$ cat src/core/uartc_pkg.sv
`default_nettype none
package uartc_pkg;
	// Register offsets on the 3-bit host port
	localparam logic [2:0] ADR_EXT0 = 3'h0;
	localparam logic [2:0] ADR_MASK = 3'h1;
	localparam logic [2:0] ADR_IDENT = 3'h2;
	localparam logic [2:0] ADR_LFC = 3'h3;
	localparam logic [2:0] ADR_MOC = 3'h4;
	localparam logic [2:0] ADR_LSTAT = 3'h5;
	localparam logic [2:0] ADR_MSTAT = 3'h6;
	// Identification codes, bits 3..0
	localparam logic [3:0] ID_NONE = 4'h1;
	localparam logic [3:0] ID_LINE = 4'h6;
	localparam logic [3:0] ID_RXDATA = 4'h4;
	localparam logic [3:0] ID_TIMEOUT = 4'hC;
	localparam logic [3:0] ID_THRE = 4'h2;
	localparam logic [3:0] ID_MODEM = 4'h0;
	// Line format field positions
	localparam int LFC_STOP = 2;
	localparam int LFC_PEN = 3;
	localparam int LFC_EVEN = 4;
	localparam int LFC_STICK = 5;
	localparam int LFC_BRK = 6;
	localparam int LFC_DLAB = 7;
	// Modem control field positions
	localparam int MOC_LOOP = 4;
	// Interrupt mask field positions
	localparam int MSK_RX = 0;
	localparam int MSK_TX = 1;
	localparam int MSK_LS = 2;
	localparam int MSK_MS = 3;
	// Values after reset
	localparam logic [7:0] LFC_RST = 8'h00;
	localparam logic [4:0] MOC_RST = 5'h00;
	localparam logic [3:0] MSK_RST = 4'h0;
	// Interrupt sources in descending priority
	typedef enum logic [2:0] {
		SRC_NONE = 3'b000,
		SRC_LINE = 3'b001,
		SRC_RXDATA = 3'b010,
		SRC_TIMEOUT = 3'b011,
		SRC_THRE = 3'b100,
		SRC_MODEM = 3'b101
	} uartc_src_t;
endpackage
`default_nettype wire

$ cat src/core/uartc_parity.sv
`timescale 1ns/1ps
`default_nettype none
// Parity bit for a character of 5 to 8 bits
module uartc_parity
	import uartc_pkg::*;
#(
	parameter int MAX_BITS = 8
) (
	input wire logic [MAX_BITS-1:0] data,
	input wire logic [1:0] len_sel,
	input wire logic even,
	input wire logic stick,
	output logic par_bit
);
	// Only 5..8 bit characters are served
	if (MAX_BITS != 8) begin : g_chk
		$error("uartc_parity: MAX_BITS must be 8");
	end
	logic [MAX_BITS-1:0] mask; // Bits inside the character
	logic ones; // XOR of the used bits
	// Mask off the bits beyond the chosen length
	always_comb begin
		mask = {MAX_BITS{1'b1}} >> (2'd3 - len_sel);
		ones = ^(data & mask);
		// Stick parity is 1 for odd setting, 0 for even
		if (stick) begin
			par_bit = ~even; // see RL8
		end else if (even) begin
			par_bit = ones; // see RL7
		end else begin
			par_bit = ~ones; // see RL7
		end
	end
endmodule // uartc_parity
`default_nettype wire

$ cat src/core/uartc_ctrl.sv
`timescale 1ns/1ps
`default_nettype none
// What this block does
// RL1 - Ident read clears only highest pending source
// RL2 - Ident codes 6,4,C,2,0; 1 means none
// RL3 - Ident bit 0 low while pending
// RL4 - Ident bits 7:6 show FIFO enable
// RL5 - Line format bits 1:0 pick length
// RL6 - Bit 2 selects longer stop time
// RL7 - Bit 3 parity on, bit 4 even
// RL8 - Bit 5 forces parity to fixed value
// RL9 - Bit 6 holds transmit line low; in loop-back TX stays high and only the looped receiver line goes low
// RL10 - Bit 7 opens divisor latch access
// RL11 - Modem control bits drive low-active outputs
// RL12 - Bit 4 loop-back, bits 7:5 zero
// RL13 - Line state bit 0 data ready
// RL14 - Overrun when character lands on full FIFO
// RL15 - Parity and framing errors of top character
// RL16 - Break sets flag, one break character stored
// RL17 - Holding empty flag, raises transmit interrupt
// RL18 - Transmitter fully empty flag
// RL19 - Bit 7 marks errors anywhere in FIFO
// RL20 - Modem input changes set delta bits
// RL21 - Ring delta only on trailing edge
// RL22 - Modem status shows inputs or loop bits
// RL23 - Divisors reachable only with bit 7 set
// RL24 - Receive interrupt follows trigger level
// RL25 - Sources reported only when mask enabled
// RL26 - Loop-back routes transmitter to receiver
// RL27 - Interrupt output follows pending state
module uartc_ctrl
	import uartc_pkg::*;
#(
	parameter int DATA_W = 8
) (
	input wire logic CLK_SYS,
	input wire logic RSTN,
	input wire logic [2:0] ADDR, // Register offset
	input wire logic [DATA_W-1:0] WDATA, // Write data
	input wire logic WR, // Write strobe
	input wire logic RD, // Read strobe
	output logic [DATA_W-1:0] RDATA, // Read data, cycle after RD
	output logic INT, // Interrupt request, high
	output logic EXT_WR, // Holding or divisor write
	output logic EXT_RD, // Holding or divisor read
	output logic EXT_DIV, // Divisor latch selected
	input wire logic [DATA_W-1:0] EXT_RDATA, // Holding or divisor data
	input wire logic FIFO_EN, // FIFOs enabled
	input wire logic RX_DONE, // Receiver finished a character
	input wire logic [DATA_W-1:0] RX_DATA, // Its data bits
	input wire logic RX_PAR, // Its received parity bit
	input wire logic RX_FE, // Its stop bit was missing
	input wire logic RX_BRK, // It was a break
	output logic RX_PUSH, // Store character into FIFO
	output logic RX_PUSH_PE, // Parity error flag to store
	input wire logic RX_EMPTY, // Receive FIFO empty
	input wire logic RX_FULL, // Receive FIFO full
	input wire logic RX_TRIG, // FIFO at trigger level
	input wire logic RX_TIMEOUT, // Receive timeout pending
	input wire logic RX_TOP_PE, // Top character parity error
	input wire logic RX_TOP_FE, // Top character framing error
	input wire logic RX_TOP_BI, // Top character break
	input wire logic RX_ERR_ANY, // Any FIFO character in error
	input wire logic TX_HOLD_EMPTY, // Holding register or FIFO empty
	input wire logic TX_SHIFT_EMPTY, // Shift register empty
	input wire logic [DATA_W-1:0] TX_PDATA, // Character being sent
	output logic TX_PAR_BIT, // Parity bit to send
	input wire logic TX_SER, // Transmitter serial output
	output logic TX, // Serial line out
	input wire logic RX, // Serial line in
	output logic RX_SER, // Serial input to the receiver
	output logic [1:0] WORD_LEN, // 0..3 = 5..8 bits
	output logic STOP_LONG, // Stop time beyond one bit
	output logic STOP_HALF, // Stop time of one and a half
	output logic PAR_EN, // Parity on
	input wire logic CTS_N, // Clear to send
	input wire logic DSR_N, // Set ready
	input wire logic RING_INDICATOR_N, // Ring
	input wire logic CARRIER_DETECT_N, // Carrier
	output logic TERMINAL_READY_N, // Terminal ready
	output logic SEND_REQUEST_N, // Request to send
	output logic USER_OUT1_N, // User output 1
	output logic USER_OUT2_N // User output 2
);
	// The register file holds 8-bit registers only
	if (DATA_W != 8) begin : g_chk
		$error("uartc_ctrl: DATA_W must be 8");
	end

	logic [3:0] mask_q; // Interrupt mask
	logic [7:0] lfc_q; // Line format control
	logic [4:0] moc_q; // Modem output control
	logic ovr_q; // Overrun flag
	logic ls_int_q; // Line status interrupt latch
	logic thre_int_q; // Holding-empty interrupt latch
	logic thre_prev_q; // Holding-empty level last cycle
	logic [3:0] msd_q; // Modem change bits
	logic [3:0] mst_q; // Modem status last cycle
	logic mst_ok_q; // mst_q holds a real sample
	logic brk_hold_q; // A break character was stored
	logic [7:0] rdata_q; // Read data
	logic int_q; // Interrupt output
	logic tx_q; // Serial line out
	logic rxs_q; // Receiver serial input
	logic [3:0] mstat; // Modem status now
	logic [7:0] lstat; // Line status now
	logic rx_lvl; // Receive data source level
	logic [4:0] pend; // Enabled sources, see uartc_src_t
	uartc_src_t src; // Highest pending source
	logic [3:0] id; // Its code
	logic rd_ident; // Ident read this cycle
	logic rd_lstat; // Line status read
	logic rd_mstat; // Modem status read
	logic ext_sel; // Offset reaches outside logic
	logic loop; // Loop-back mode
	logic rx_pe; // Parity check result
	logic rx_line; // Receiver line before register
	logic rx_is_brk_dup; // Repeated break character
	logic [3:0] msd_set; // Modem changes this cycle
	logic ls_set; // New line error this cycle
	logic thre_set; // Holding-empty event this cycle

	// Decode strobes
	assign rd_ident = RD && ADDR == ADR_IDENT;
	assign rd_lstat = RD && ADDR == ADR_LSTAT;
	assign rd_mstat = RD && ADDR == ADR_MSTAT;
	assign ext_sel = ADDR == ADR_EXT0 || (ADDR == ADR_MASK && lfc_q[LFC_DLAB]); // see RL23
	assign EXT_WR = WR && ext_sel;
	assign EXT_RD = RD && ext_sel;
	assign EXT_DIV = lfc_q[LFC_DLAB]; // see RL10
	assign loop = moc_q[MOC_LOOP];

	// Format outputs to the transmitter and receiver
	assign WORD_LEN = lfc_q[1:0]; // see RL5
	assign STOP_LONG = lfc_q[LFC_STOP]; // see RL6
	assign STOP_HALF = lfc_q[LFC_STOP] && lfc_q[1:0] == 2'h0; // see RL6
	assign PAR_EN = lfc_q[LFC_PEN]; // see RL7

	// Modem outputs, bit 1 pulls the pin low
	assign TERMINAL_READY_N = ~moc_q[0]; // see RL11
	assign SEND_REQUEST_N = ~moc_q[1]; // see RL11
	assign USER_OUT1_N = ~moc_q[2]; // see RL11
	assign USER_OUT2_N = ~moc_q[3]; // see RL11

	// Parity for the character leaving
	uartc_parity #(.MAX_BITS(8)) u_tx_par (
		.data(TX_PDATA),
		.len_sel(lfc_q[1:0]),
		.even(lfc_q[LFC_EVEN]),
		.stick(lfc_q[LFC_STICK]),
		.par_bit(TX_PAR_BIT)
	);

	logic rx_exp; // Expected parity of arriving character
	// Parity for the character arriving
	uartc_parity #(.MAX_BITS(8)) u_rx_par (
		.data(RX_DATA),
		.len_sel(lfc_q[1:0]),
		.even(lfc_q[LFC_EVEN]),
		.stick(lfc_q[LFC_STICK]),
		.par_bit(rx_exp)
	);
	assign rx_pe = lfc_q[LFC_PEN] && (rx_exp != RX_PAR); // see RL7

	// Receive path: overrun and single break character
	assign rx_is_brk_dup = RX_BRK && brk_hold_q; // see RL16
	assign RX_PUSH = RX_DONE && !RX_FULL && !rx_is_brk_dup; // see RL14
	assign RX_PUSH_PE = rx_pe; // see RL15
	assign ls_set = (RX_DONE && RX_FULL) || (RX_PUSH && (rx_pe || RX_FE || RX_BRK));

	// Line status word
	always_comb begin
		lstat[0] = ~RX_EMPTY; // see RL13
		lstat[1] = ovr_q; // see RL14
		lstat[2] = RX_TOP_PE && !RX_EMPTY; // see RL15
		lstat[3] = RX_TOP_FE && !RX_EMPTY; // see RL15
		lstat[4] = RX_TOP_BI && !RX_EMPTY; // see RL16
		lstat[5] = TX_HOLD_EMPTY; // see RL17
		lstat[6] = TX_HOLD_EMPTY && TX_SHIFT_EMPTY; // see RL18
		lstat[7] = FIFO_EN && RX_ERR_ANY; // see RL19
	end

	// Modem status: bits are cts, dsr, ring, carrier
	always_comb begin
		if (loop) begin
			mstat = {moc_q[3], moc_q[2], moc_q[0], moc_q[1]}; // see RL22
		end else begin
			mstat = ~{CARRIER_DETECT_N, RING_INDICATOR_N, DSR_N, CTS_N}; // see RL22
		end
		// Ring change only when the ring input ends
		msd_set[0] = mst_ok_q && mst_q[0] != mstat[0]; // see RL20
		msd_set[1] = mst_ok_q && mst_q[1] != mstat[1]; // see RL20
		msd_set[2] = mst_ok_q && mst_q[2] && !mstat[2]; // see RL21
		msd_set[3] = mst_ok_q && mst_q[3] != mstat[3]; // see RL20
	end

	// Receive data source: trigger level in FIFO mode
	assign rx_lvl = FIFO_EN ? RX_TRIG : !RX_EMPTY; // see RL24

	// Enabled sources and priority encode
	always_comb begin
		pend[0] = mask_q[MSK_LS] && ls_int_q; // see RL25
		pend[1] = mask_q[MSK_RX] && rx_lvl; // see RL25
		pend[2] = mask_q[MSK_RX] && FIFO_EN && RX_TIMEOUT; // see RL25
		pend[3] = mask_q[MSK_TX] && thre_int_q; // see RL25
		pend[4] = mask_q[MSK_MS] && |msd_q; // see RL25
		// Highest priority first
		if (pend[0]) begin
			src = SRC_LINE; // see RL2
		end else if (pend[1]) begin
			src = SRC_RXDATA;
		end else if (pend[2]) begin
			src = SRC_TIMEOUT;
		end else if (pend[3]) begin
			src = SRC_THRE;
		end else if (pend[4]) begin
			src = SRC_MODEM;
		end else begin
			src = SRC_NONE; // see RL3
		end
		// Source to code
		unique case (src)
			SRC_LINE: id = ID_LINE;
			SRC_RXDATA: id = ID_RXDATA;
			SRC_TIMEOUT: id = ID_TIMEOUT;
			SRC_THRE: id = ID_THRE;
			SRC_MODEM: id = ID_MODEM;
			SRC_NONE: id = ID_NONE;
			default: id = ID_NONE;
		endcase
	end

	// Holding-empty event: level rises, or mask bit opens
	assign thre_set = (TX_HOLD_EMPTY && !thre_prev_q) ||
		(WR && ADDR == ADR_MASK && !lfc_q[LFC_DLAB] && WDATA[MSK_TX] && !mask_q[MSK_TX] && TX_HOLD_EMPTY);

	// Software-written registers
	always_ff @(posedge CLK_SYS or negedge RSTN) begin
		if (!RSTN) begin
			mask_q <= MSK_RST;
			lfc_q <= LFC_RST;
			moc_q <= MOC_RST;
		end else if (WR) begin
			// Divisor access replaces the mask at its offset
			if (ADDR == ADR_MASK && !lfc_q[LFC_DLAB]) begin
				mask_q <= WDATA[3:0];
			end
			if (ADDR == ADR_LFC) begin
				lfc_q <= WDATA;
			end
			if (ADDR == ADR_MOC) begin
				moc_q <= WDATA[4:0]; // see RL12
			end
		end
	end

	// Overrun and line interrupt; set wins over clear
	always_ff @(posedge CLK_SYS or negedge RSTN) begin
		if (!RSTN) begin
			ovr_q <= 1'b0;
			ls_int_q <= 1'b0;
		end else begin
			if (RX_DONE && RX_FULL) begin
				ovr_q <= 1'b1; // see RL14
			end else if (rd_lstat) begin
				ovr_q <= 1'b0;
			end
			if (ls_set) begin
				ls_int_q <= 1'b1;
			end else if (rd_lstat || (rd_ident && src == SRC_LINE)) begin
				ls_int_q <= 1'b0; // see RL1
			end
		end
	end

	// Break suppression until the line returns high
	always_ff @(posedge CLK_SYS or negedge RSTN) begin
		if (!RSTN) begin
			brk_hold_q <= 1'b0;
		end else if (RX_PUSH && RX_BRK) begin
			brk_hold_q <= 1'b1; // see RL16
		end else if (rxs_q) begin
			brk_hold_q <= 1'b0;
		end
	end

	// Holding-empty interrupt latch
	always_ff @(posedge CLK_SYS or negedge RSTN) begin
		if (!RSTN) begin
			thre_int_q <= 1'b0;
			thre_prev_q <= 1'b1; // Idle level of an empty transmitter, no false edge
		end else begin
			thre_prev_q <= TX_HOLD_EMPTY;
			if (thre_set) begin
				thre_int_q <= 1'b1; // see RL17
			end else if ((rd_ident && src == SRC_THRE) || (EXT_WR && !lfc_q[LFC_DLAB])) begin
				thre_int_q <= 1'b0; // see RL1
			end
		end
	end

	// Modem change bits; first sample after reset sets none
	always_ff @(posedge CLK_SYS or negedge RSTN) begin
		if (!RSTN) begin
			msd_q <= 4'h0;
			mst_q <= 4'h0;
			mst_ok_q <= 1'b0;
		end else begin
			mst_q <= mstat;
			mst_ok_q <= 1'b1;
			if (rd_mstat || (rd_ident && src == SRC_MODEM)) begin
				msd_q <= msd_set; // see RL20
			end else begin
				msd_q <= msd_q | msd_set;
			end
		end
	end

	// Read data, valid the cycle after the strobe only
	always_ff @(posedge CLK_SYS or negedge RSTN) begin
		if (!RSTN) begin
			rdata_q <= 8'h00;
		end else if (!RD) begin
			rdata_q <= 8'h00;
		end else if (ext_sel) begin
			rdata_q <= EXT_RDATA;
		end else begin
			unique case (ADDR)
				ADR_MASK: rdata_q <= {4'h0, mask_q};
				ADR_IDENT: rdata_q <= {FIFO_EN, FIFO_EN, 2'h0, id}; // see RL4
				ADR_LFC: rdata_q <= lfc_q;
				ADR_MOC: rdata_q <= {3'h0, moc_q}; // see RL12
				ADR_LSTAT: rdata_q <= lstat;
				ADR_MSTAT: rdata_q <= {mstat, msd_q};
				default: rdata_q <= 8'h00;
			endcase
		end
	end
	assign RDATA = rdata_q;

	// Interrupt output and serial lines
	always_ff @(posedge CLK_SYS or negedge RSTN) begin
		if (!RSTN) begin
			int_q <= 1'b0;
			tx_q <= 1'b1;
			rxs_q <= 1'b1;
		end else begin
			int_q <= src != SRC_NONE; // see RL27
			tx_q <= loop ? 1'b1 : (TX_SER && !lfc_q[LFC_BRK]); // see RL9
			rxs_q <= rx_line; // see RL26
		end
	end
	assign rx_line = loop ? (TX_SER && !lfc_q[LFC_BRK]) : RX; // see RL26
	assign INT = int_q;
	assign TX = tx_q;
	assign RX_SER = rxs_q;
endmodule // uartc_ctrl
`default_nettype wire

$ cat config.mk
export PLATFORM = sky130hd
export DESIGN_NAME = uartc_ctrl
export DESIGN_NICKNAME = d
export VERILOG_FILES = /design/src/core/uartc_pkg.sv /design/src/core/uartc_parity.sv /design/src/core/uartc_ctrl.sv
export SDC_FILE = /design/constraint.sdc
export NUM_CORES = 1
export LEC_CHECK = 0
export ABC_AREA = 1
export CAP_MARGIN = 5
export CORE_ASPECT_RATIO = 2
export CORE_MARGIN = 2
export CORE_UTILIZATION = 29
export CTS_CLUSTER_SIZE = 30
export DETAILED_ROUTE_END_ITERATION = 8
export DONT_BUFFER_PORTS = 1
export PLACE_DENSITY = 0.51
export RECOVER_POWER = 25
export SYNTH_ARGS = -nofsm -noshare
export SYNTH_HDL_FRONTEND = slang
export SYNTH_SLANG_ARGS = --single-unit
$ cat constraint.sdc
create_clock -name CLK_SYS -period 1.31 [get_ports CLK_SYS]
set_input_delay 0.131 -clock CLK_SYS [delete_from_list [all_inputs] [get_ports CLK_SYS]]
set_output_delay 0.131 -clock CLK_SYS [all_outputs]
set_load 0.02 [all_outputs]
# After elaboration in Yosys (flattened, before gate mapping)
# Cells that the tools add are included.
[op_classes] n_addsub=1 n_mul=0 div_mod_pow=0 n_lt_le_gt_ge=0 eq_ne=15 shifts=1 n_mux=26 bitwise_logic=12 reduce_logical=71
[ops] cell="8-bit case mux with 6 select lines" n=1
[ops] cell="1-bit logical AND" n=42
[ops] cell="4-bit case mux with 5 select lines" n=1
[ops] cell="8-bit AND" n=2
[ops] cell="8-bit 2-to-1 mux" n=2
[ops] cell="8-bit parity" n=2
[ops] cell="3-bit equality test (second input constant)" n=5
[ops] cell="1-bit 2-to-1 mux" n=15
[ops] cell="3-bit 2-to-1 mux" n=5
[ops] cell="3-bit by 2-bit equality test with 1-bit output (second input constant)" n=4
[ops] cell="1-bit zero test" n=8
[ops] cell="1-bit logical OR" n=8
[ops] cell="4-bit 2-to-1 mux" n=2
[ops] cell="1-bit inverter" n=8
[ops] cell="2-bit nonzero test" n=4
[ops] cell="8-bit by 2-bit >> shifter with 8-bit output (first input constant)" n=1
[ops] cell="3-bit by 1-bit equality test with 1-bit output (second input constant)" n=2
[ops] cell="2-bit AND reduction" n=3
[ops] cell="1-bit inequality test" n=4
[ops] cell="4-bit inverter" n=1
[ops] cell="4-bit OR" n=1
[ops] cell="4-bit OR reduction" n=1
[ops] cell="3-bit zero test" n=1
[ops] cell="3-bit nonzero test" n=1
[ops] cell="other kinds (2)" n=2
[totals] ff_bits=42 latch_bits=0 ram_bits=0 romBits=0 input_bits=60 mem_count=0

# Longest topological paths before layout
# Gate-level depths: netlist of run 1.
[logic_depth] depth_word=14 depth_mapped=13 depth_no_buf=13

# Cells and area by module
# A second synthesis of run 1 with hierarchy kept.
[hier_totals] hier_cells=350 area_unflattened_um2=2509.9
[by_module_without_submodules] module="uartc_ctrl" instances=1 cells_per_inst=274 area_per_inst_um2=2157.1 seq_area_each_um2=1054.8
[by_module_without_submodules] module="uartc_parity" instances=2 cells_per_inst=38 area_per_inst_um2=176.4 seq_area_each_um2=0.0

# Worst setup path after synthesis of run 1
# Ideal clock, no wire load.
[synth_path] path_kind="register -> output" from="reg lfc_q[1]" to="out TX_PAR_BIT" t_arrival_ns=1.336 path_slack_ns=-0.157 stages_incl_launch_ff=10 path_cell_list="dfrtp_1 inv_1 nand2_2 nand2_4 xnor2_4 xor2_1 nand2_1 nand3_2 xor2_1 inv_1"
[synth_via] elab_chain_len=7
[synth_lines] element="start, declared" line="uartc_ctrl.sv:91" source="logic [7:0] lfc_q;"
[synth_lines] element="start signal, assigned" line="uartc_ctrl.sv:241" source="lfc_q <= LFC_RST;"
[synth_lines] element="start signal, assigned" line="uartc_ctrl.sv:249" source="lfc_q <= WDATA;"
[synth_lines] element="2-bit subtractor *" line="uartc_parity.sv:23" source="mask = {MAX_BITS{1'b1}} >> (2'd3 - len_sel);"
[synth_lines] element="8-bit by 2-bit >> shifter with 8-bit output *" line="uartc_parity.sv:23"
[synth_lines] element="8-bit AND *" line="uartc_parity.sv:24" source="ones = ^(data & mask);"
[synth_lines] element="8-bit parity *" line="uartc_parity.sv:24"
[synth_lines] element="1-bit inverter" line="uartc_parity.sv:31" source="par_bit = ~ones;"
[synth_lines] element="1-bit 2-to-1 mux *" line="uartc_parity.sv:28" source="end else if (even) begin"
[synth_lines] element="1-bit 2-to-1 mux *" line="uartc_parity.sv:26" source="if (stick) begin"
[synth_lines] element="end, declared" line="uartc_ctrl.sv:67" source="output logic TX_PAR_BIT,"
# Every way passes the cells marked *; elsewhere a longest branch is shown, timed or not.

# Worst setup path in the final report of run 1
# Same ends and word-level chain as after synthesis.

==> impl_metrics.env, run 1 <==
export IMPL_fin_setup_tns_ps=-1490
export IMPL_ys_top_cells_by_count="nand2_1, inv_1, o21ai_0"
export IMPL_ant_nets=0
export IMPL_grt_max_degree=43
export IMPL_drt_iter0_markers=78
export IMPL_met1_usage_pct=20.6
export IMPL_h_tree_depth=2
export IMPL_grt_setup_unrepaired="yes"
export IMPL_syn_num_nets=365
export IMPL_dieArea_mm2=0.00879
export IMPL_relSlewSlack_pct=61.1
export IMPL_p_seq_share_pct=38.2
export IMPL_crit_chain="inv_2 -> nand2_4 -> nand2_4 -> xnor2_4 -> xor2_1 -> nand2_1 -> nand3_2 -> xor2_1 -> inv_2"
export IMPL_grt_pass1_wl_mm=11.4
export IMPL_cts_tree="built"
export IMPL_wirelength_mm=7.32
export IMPL_cap_violations=0
export IMPL_fin_cells=472
export IMPL_postSynth_asyncResetShare_pct=100
export IMPL_yosysMostFrequentCell="nand2_1"
export IMPL_cts_sinks=42
export IMPL_post_route_cells_drive_above_1_share_pct=33.8
export IMPL_path_buf_inv=2
export IMPL_failed_checks="setup timing"
export IMPL_peakVddDrop_mv=0.677
export IMPL_yosys_area_top_type="dfrtp_1"
export IMPL_ioPinCount=86
export IMPL_drt_first_pass_iters=4
export IMPL_dp_hpwl_mm=5.61
export IMPL_cp_required_ps=1180
export IMPL_ys_warn_count=0
export IMPL_use_met2_pct=29.2
export IMPL_io_buffer_count=0
export IMPL_worst_slew_pin_slew_ps=584
export IMPL_start_util_pct=29.7
export IMPL_synth_area_per_cell_um2=7.62
export IMPL_ys_top_cells_by_area="dfrtp_1, nand2_1, o21ai_0"
export IMPL_antenna_cells=0
export IMPL_fin_worst_skew_ps=4.32
export IMPL_coreArea_mm2=0.00783
export IMPL_hold_class="in2reg"
export IMPL_ys_seq_area_share_pct=45.4
export IMPL_combPwrFrac_pct=35.6
export IMPL_root_buffer="clkbuf_16"
export IMPL_max_freq_mhz=546
export IMPL_grt_antenna_before_repair=0
export IMPL_yosys_cell_types_count=32
export IMPL_dpl_worst_slack_ps=-267
export IMPL_switching_share_pct=35.1
export IMPL_cts_max_path_buffers=2
export IMPL_grt_use_total_pct=17.2
export IMPL_finalHoldViolations=0
export IMPL_place_gp_congestion=0.912
export IMPL_leakage_nw=1.63
export IMPL_clkTransAtPathRegs_ps=60
export IMPL_grt_busiest_layer="met2"
export IMPL_path_class="reg2out"
export IMPL_slowest_delay_ps=460
export IMPL_status="finished with violations"
export IMPL_numCtsBuffers=5
export IMPL_setup_slack_ps=-522
export IMPL_syn_area_mm2=0.00232
export IMPL_synthCells=305
export IMPL_clk_latency_ps=280
export IMPL_switchingPower_mw=1.64
export IMPL_core_rowCount=46
export IMPL_power_density_mw_per_mm2=1370
export IMPL_crit_slowest_cell="dfrtp_2"
export IMPL_die_x_um=67.3
export IMPL_startpoint_type="register"
export IMPL_wl_per_cell_um=15.5
export IMPL_cp_end_kind="primary output"
export IMPL_synth_edf_count=0
export IMPL_final_nets=435
export IMPL_crit_family="flip-flops"
export IMPL_fin_crit_ps=1830
export IMPL_intPower_mw=3.03
export IMPL_cp_max_fo=7
export IMPL_grt_pass1_vias=2275
export IMPL_yosys_area_top_type_share_pct=42.0
export IMPL_finalCritPeriodShare_pct=140
export IMPL_fillers=845
export IMPL_die_y_um=131
export IMPL_grt_use_met3_pct=4.97
export IMPL_area_growth_pct=46.5
export IMPL_drc=0
export IMPL_ys_seq_elements=42
export IMPL_via_per_inst=4.78
export IMPL_num_vias=2255
export IMPL_synth_main_ff_cell="dfrtp_1"
export IMPL_crit_arrival_ps=1700
export IMPL_dp_cells=434
export IMPL_setup_violations=6
export IMPL_p_clk_share_pct=26.2
export IMPL_final_max_slew_viol_count=0
export IMPL_overflow=0
==> worst paths after layout <==
path	end	start	cells past startpoint	slack, ps
min in group asynchronous	RDATA[4]	RSTN	2	440
min	RDATA[0]	EXT_RDATA[0]	1	4
min reg2reg	msd_q[3]	msd_q[3]	2	470
max reg2reg	ls_int_q	lfc_q[1]	12	-290
max in group asynchronous	lfc_q[0]	RSTN	2	440
max	TX_PAR_BIT	lfc_q[1]	9	-520
==> cell type report <==
class                   instances  area, um2  area share, %
clock buffers                   5        125           3.68
clock inverters                 3       21.3          0.625
inverters                      45        171           5.04
multi-input cells             213       1310           38.6
flip-flops and latches         42       1060           31.1
well taps                      96        120           3.53
repair buffers                 68        593           17.4
==> per-layer routing <==
metal | wire length [um] | up-vias | part of all wire, %
met5 | 0 | - | 0
met4 | 118 | 0 | 1.6
met3 | 598 | 9 | 8.2
met2 | 3720 | 80 | 51
met1 | 2880 | 1034 | 39
li1 | - | 1132 | -
==> cell usage in the layout, fill, tap and decap left out, types with 3 or more instances in the layout <==
| master | count |
|---|---|
| nand2_1 | 76 |
| buf_4 | 40 |
| inv_1 | 38 |
| dfrtp_1 | 36 |
| o21ai_0 | 24 |
| dlygate4sd3_1 | 15 |
| nand2_2 | 14 |
| nor2_1 | 12 |
| buf_6 | 12 |
| nand3_1 | 11 |
| o21ai_1 | 8 |
| o21ai_2 | 8 |
| inv_2 | 6 |
| nand3_2 | 6 |
| xor2_1 | 6 |
| a21oi_1 | 5 |
| xnor2_1 | 5 |
| clkbuf_16 | 5 |
| dfstp_2 | 3 |
| nor2_4 | 3 |
| nand4_1 | 3 |
| dfrtp_2 | 3 |
==> stage by stage <==
stage          util [%]  instance area, um2  total power [mW]  hold slack, ps
6_report           43.5                3400              4.67            3.94
5_1_grt            43.5                3400              4.94            10.1
4_1_cts            41.1                3220              4.45            7.84
3_5_place_dp       34.6                2710              2.99            -164
3_3_place_gp       34.6                2710              2.97            -164
2_1_floorplan         -                2330              2.51            -165
==> what timing repair did <==
item | 4_1_cts | 5_1_grt
hold buffers | 16 | 0
pin swaps | 8 | 18
endpoints found under the hold margin | 57 | 0
endpoints found under the setup margin | 12 | 19
setup buffers | 11 | 8
gates resized for setup | 30 | 57
==> kinds of logic after synthesis <==
family,count (synthesis),share of synthesized area [%]
XOR/XNOR,13,6.03
flip-flops,42,45.4
buffers and inverters,50,8.56
AND/OR/NAND/NOR,134,24.1
other,1,0.161
AO/OA/AOI/OAI,65,15.8
==> flip-flops by register name (all words and copies together), names as in the netlist <==
| name | cells |
|---|---|
| lfc_q | 8 |
| mask_q | 4 |
| INT | 1 |
| msd_q | 4 |
| RDATA | 8 |
| ovr_q | 1 |
| moc_q | 5 |
| RX_SER | 1 |
| brk_hold_q | 1 |
| TX | 1 |
| thre_int_q | 1 |
| mst_q | 4 |
| mst_ok_q | 1 |
| thre_prev_q | 1 |
| ls_int_q | 1 |
==> power groups by stage <==
stage / Combinational, mW / Sequential (mW) / Clock, mW
floorplan: 0.739 / 1.77 / 0
global placement: 1.19 / 1.78 / 0
detailed placement: 1.20 / 1.79 / 0
CTS: 1.44 / 1.77 / 1.24
global route: 1.83 / 1.81 / 1.29
finish: 1.66 / 1.78 / 1.22
(Power assumes the default switching activity.)
==> run 2: changes to the inputs <==
Settings changed: SETUP_SLACK_MARGIN set to 0.3.
==> run 2 against run 1 <==
  * The run ends with hold timing, setup timing left
  * Die area unchanged
  * Sequential cell count is the same
  * Clock-buffer cell count grew 2
  * Fmax grew 0.64%
  * Critical path type unchanged
  * Critical endpoint unchanged
==> impl_metrics.env, run 2 (synthesized netlist as in run 1, its figures left out) <==
export IMPL_reg2reg_slack_ps=-310
export IMPL_clkTransAtPathRegs_ps=60
export IMPL_die_x_um=67.3
export IMPL_coreArea_mm2=0.00783
export IMPL_ant_nets=0
export IMPL_peakVddDrop_mv=0.857
export IMPL_area_growth_pct=59.1
export IMPL_clk_latency_ps=280
export IMPL_grt_setup_unrepaired="yes"
export IMPL_via_per_inst=4.91
export IMPL_post_route_cells_drive_above_1_share_pct=42.8
export IMPL_fin_worst_skew_ps=5.62
export IMPL_overflow=0
export IMPL_status="finished with violations"
export IMPL_dp_hpwl_mm=5.63
export IMPL_num_vias=2340
export IMPL_crit_start="lfc_q[1]"
export IMPL_cts_sinks=42
export IMPL_place_gp_congestion=0.861
export IMPL_max_freq_mhz=549
export IMPL_power_density_mw_per_mm2=1390
export IMPL_antenna_cells=0
export IMPL_worstReg2RegStart="lfc_q[1]"
export IMPL_fin_hold_ws_ps=-461
export IMPL_wl_per_cell_um=16.1
export IMPL_core_rowCount=46
export IMPL_numCtsBuffers=5
export IMPL_r2r_end="ls_int_q"
export IMPL_final_cell_mix="nand2_1, buf_6, dfrtp_1, inv_1, buf_4"
export IMPL_grt_pass1_vias=2344
export IMPL_path_class="reg2out"
export IMPL_finalCritPeriodShare_pct=139
export IMPL_startpoint_type="register"
export IMPL_cap_violations=0
export IMPL_crit_arrival_ps=1690
export IMPL_cts_max_path_buffers=2
export IMPL_placed_area_mm2=0.00274
export IMPL_grt_antenna_before_repair=0
export IMPL_h_tree_depth=2
export IMPL_failed_checks="hold timing, setup timing"
export IMPL_io_buffer_count=0
export IMPL_drc=0
export IMPL_wirelength_mm=7.70
export IMPL_grt_max_degree=43
export IMPL_postLayoutCellArea_mm2=0.00370
export IMPL_cp_required_ps=1180
export IMPL_drt_iter0_markers=82
export IMPL_final_nets=440
export IMPL_finalHoldViolations=43
export IMPL_layout_commonest_cell="nand2_1"
export IMPL_total_power_mw=5.13
export IMPL_leakage_nw=1.74
export IMPL_hold_class="in2async"
export IMPL_grt_use_total_pct=17.5
export IMPL_cp_max_fo=8
export IMPL_ioPinCount=86
export IMPL_grt_pass1_wl_mm=11.6
export IMPL_final_max_slew_viol_count=0
export IMPL_drt_first_pass_iters=4
export IMPL_setup_slack_ps=-510
export IMPL_cts_tree="built"
export IMPL_root_buffer="clkbuf_16"
export IMPL_fin_setup_tns_ps=-1710
export IMPL_cp_endpoint="TX_PAR_BIT"
export IMPL_cp_end_kind="primary output"
export IMPL_fin_crit_ps=1820
export IMPL_start_util_pct=29.7
export IMPL_die_y_um=131
export IMPL_setup_violations=8
export IMPL_dieArea_mm2=0.00879
export IMPL_reg2regPathDepth=15
==> run 2: cell types whose count changed in the layout (fill, tap and decap cells not counted), sizes merged <==
cell / before / now
clkinv: 2 / 0
buf: 52 / 60
clkinvlp: 1 / 0
bufinv: 0 / 1
dlygate4sd3: 15 / 13
clkbuf: 6 / 7
==> run 2: repair_timing <==
action	in CTS	in global routing
endpoints found under the setup margin	33	37
resized for setup	77	40
endpoints found under the hold margin	57	44
hold buffers	12	1
setup buffers	20	15
pin swaps	28	20
==> run 2: routing by layer <==
| metal | share of wire (%) | routed length [um] | global-route usage (%) |
|---|---|---|---|
| met3 | 7.5 | 577 | 3.85 |
| met5 | 0 | 0 | 0 |
| met2 | 52 | 3970 | 31.9 |
| met1 | 38 | 2960 | 20.0 |
| met4 | 2.4 | 187 | 4.92 |
==> run 2: layout make-up <==
type,instances,area [um2]
fill,764,4130
clock inverter,1,30.0
multi-input combinational,213,1450
timing repair buffer,73,716
tap,96,120
inverter,45,181
clock buffer,7,133
sequential,42,1060
==> run 2: per-stage QoR <==
step	utilization (%)	setup slack, ps	hold slack (ps)	cells
after detailed placement	35.0	-260	-164	421
after floorplan	-	-115	-165	305
final	47.2	-510	-461	477
after global placement	35.0	-164	-164	421
after CTS	43.7	-526	-463	461
after global routing	47.2	-588	-468	477
==> run 2: critical path, stage by stage, from the launching register on <==
cell and delay (ps):
dfrtp_2 460, inv_2 90, nand2_4 70, nand2_4 80, xnor2_4 120, xor2_1 180
nand2_1 80, nand3_2 90, xor2_2 140, inv_2 80
==> run 2: worst min-delay path by stage <==
stage	to	slack, ps	depth (start not counted)
after floorplan	INT	-160	0
after global placement	ls_int_q	-160	0
after detailed placement	ovr_q	-160	0
after CTS	lfc_q[5]	-460	0
after global routing	lfc_q[1]	-470	0
final	lfc_q[5]	-460	0
==> run 2: where the power goes <==
part	total, mW	internal [mW]	switching (mW)
combinational	1.94	0.975	0.968
clock	1.38	0.901	0.479
sequential	1.81	1.55	0.260
==> run 3: changes to the inputs <==
--- a/config.mk
+++ b/config.mk
@@ -9,2 +9,4 @@
 export CAP_MARGIN = 5
+export CELL_PAD_IN_SITES_DETAIL_PLACEMENT = 1
+export CELL_PAD_IN_SITES_GLOBAL_PLACEMENT = 1
 export CORE_ASPECT_RATIO = 2
@@ -15,3 +17,3 @@
 export DONT_BUFFER_PORTS = 1
-export PLACE_DENSITY = 0.51
+export PLACE_DENSITY = 0.65
 export RECOVER_POWER = 25
--- a/constraint.sdc
+++ b/constraint.sdc
@@ -3,2 +3,2 @@
 set_output_delay 0.131 -clock CLK_SYS [all_outputs]
-set_load 0.02 [all_outputs]
+set_load 0.005 [all_outputs]
==> run 3 against run 2 <==
  * The run still ends with hold timing, setup timing left
  * Wire length is 7.9% higher
  * Critical endpoint unchanged
  * Critical path depth stayed put
  * Largest cell class unchanged
  * First-iteration DRC count is 16% lower
==> impl_metrics.env, run 3 (synthesized netlist as in run 1, its figures left out) <==
export IMPL_status="finished with violations"
export IMPL_failed_checks="hold timing, setup timing"
export IMPL_postLayoutCoreUtil_pct=43.7
export IMPL_drc=0
export IMPL_grt_pass1_wl_mm=12.9
export IMPL_root_buffer="clkbuf_16"
export IMPL_switching_share_pct=33.5
export IMPL_antenna_cells=0
export IMPL_final_cell_mix="nand2_1, dfrtp_1, inv_1"
export IMPL_fillers=946
export IMPL_final_max_slew_viol_count=0
export IMPL_finalCritPeriodShare_pct=141
export IMPL_switchingPower_mw=1.54
export IMPL_cap_violations=0
export IMPL_final_nets=419
export IMPL_cp_max_fo=7
export IMPL_area_growth_pct=47.3
export IMPL_p_clk_share_pct=26.9
export IMPL_ioPinCount=86
export IMPL_wirelength_mm=8.30
export IMPL_setup_slack_ps=-532
export IMPL_die_y_um=131
export IMPL_numCtsBuffers=5
export IMPL_finalHoldViolations=44
export IMPL_core_rowCount=46
export IMPL_grt_antenna_before_repair=0
export IMPL_clkTransAtPathRegs_ps=60
export IMPL_fin_worst_skew_ps=8.64
export IMPL_layout_commonest_cell="nand2_1"
export IMPL_crit_start="lfc_q[1]"
export IMPL_place_gp_congestion=0.859
export IMPL_r2r_end="RDATA[1]"
export IMPL_combPwrFrac_pct=34.9
export IMPL_path_class="reg2out"
export IMPL_setup_violations=10
export IMPL_grt_setup_unrepaired="yes"
export IMPL_dp_hpwl_mm=6.15
export IMPL_io_buffer_count=0
export IMPL_dieArea_mm2=0.00879
export IMPL_h_tree_depth=2
export IMPL_coreArea_mm2=0.00783
export IMPL_grt_pass1_vias=2590
export IMPL_leakage_nw=1.60
export IMPL_placed_area_mm2=0.00262
export IMPL_grt_max_degree=43
export IMPL_drt_iter0_markers=69
export IMPL_peakVddDrop_mv=0.862
export IMPL_cts_max_path_buffers=2
export IMPL_drt_first_pass_iters=4
export IMPL_reg2regPathDepth=10
export IMPL_clk_latency_ps=290
export IMPL_via_per_inst=5.11
export IMPL_crit_arrival_ps=1710
export IMPL_die_x_um=67.3
export IMPL_postLayoutCellArea_mm2=0.00342
export IMPL_ant_nets=0
export IMPL_power_density_mw_per_mm2=1350
export IMPL_overflow=0
export IMPL_num_vias=2329
export IMPL_startpoint_type="register"
export IMPL_start_util_pct=29.7
export IMPL_max_freq_mhz=543
export IMPL_cts_tree="built"
export IMPL_p_seq_share_pct=38.2
export IMPL_hold_class="in2async"
export IMPL_reg2reg_slack_ps=-280
export IMPL_worstReg2RegStart="lfc_q[1]"
export IMPL_wl_per_cell_um=18.2
export IMPL_intPower_mw=3.07
export IMPL_dpl_worst_slack_ps=-231
export IMPL_post_route_cells_drive_above_1_share_pct=37.5
export IMPL_grt_use_total_pct=20.1
export IMPL_cp_end_kind="primary output"
export IMPL_fin_crit_ps=1840
export IMPL_cts_hold_buf=15
export IMPL_cp_required_ps=1180
export IMPL_cts_sinks=42
export IMPL_fin_hold_ws_ps=-472
run 3: routing by layer:
metal	part of all wire, %	track usage, %	vias up
li1	-	-	1092
met1	35	20.1	1132
met2	55	37.0	88
met3	7.2	5.57	17
met4	3.0	9.24	0
met5	0	0	-
run 3: repair_timing:
| item | 4_1_cts | 5_1_grt |
|---|---|---|
| pin swaps | 29 | 20 |
| resized for setup | 65 | 26 |
| endpoints found under the hold margin | 60 | 44 |
| endpoints found under the setup margin | 30 | 32 |
| buffers inserted | 19 | 5 |
run 3: through the flow:
step	std cells	power [mW]	hold WS, ps	TNS, ps
2_1_floorplan	305	2.44	-165	-65.5
3_3_place_gp	409	2.75	-164	-415
3_5_place_dp	409	2.81	-164	-845
4_1_cts	451	4.49	-478	-1650
5_1_grt	456	4.88	-484	-2890
6_report	456	4.61	-472	-1940
run 3: critical path, cell delays in order, from the launching register on:
cell and delay (ps):
dfrtp_2 460, inv_2 100, nand2_4 60, nand2_4 70, xnor2_4 130, xor2_1 200, nand2_1 90, nand3_2 70
xor2_1 160, inv_1 80
run 3: worst max path at each step:
| stage | cells past startpoint | slack, ps | to |
|---|---|---|---|
| 2_1_floorplan | 9 | -70 | TX_PAR_BIT |
| 3_3_place_gp | 9 | -120 | TX_PAR_BIT |
| 3_5_place_dp | 9 | -230 | TX_PAR_BIT |
| 4_1_cts | 9 | -480 | TX_PAR_BIT |
| 5_1_grt | 9 | -660 | TX_PAR_BIT |
| 6_report | 9 | -530 | TX_PAR_BIT |
run 3: area by class of cell:
cell class                      instances  area (um2)  share of cell area [%]
Timing Repair Buffer                   52         480                    14.0
Tap cell                               96         120                    3.51
Clock inverter                          1        5.00                   0.146
Sequential cell                        42        1060                    31.0
Inverter                               45         169                    4.93
Multi-Input combinational cell        213        1440                    42.2
Clock buffer                            7         143                    4.17
run 3: power groups by stage:
stage / logic (mW) / registers [mW] / clock network, mW
CTS: 1.45 / 1.75 / 1.29
detailed placement: 1.04 / 1.77 / 0
floorplan: 0.737 / 1.71 / 0
finish: 1.61 / 1.76 / 1.24
global placement: 0.997 / 1.75 / 0
global route: 1.75 / 1.80 / 1.33
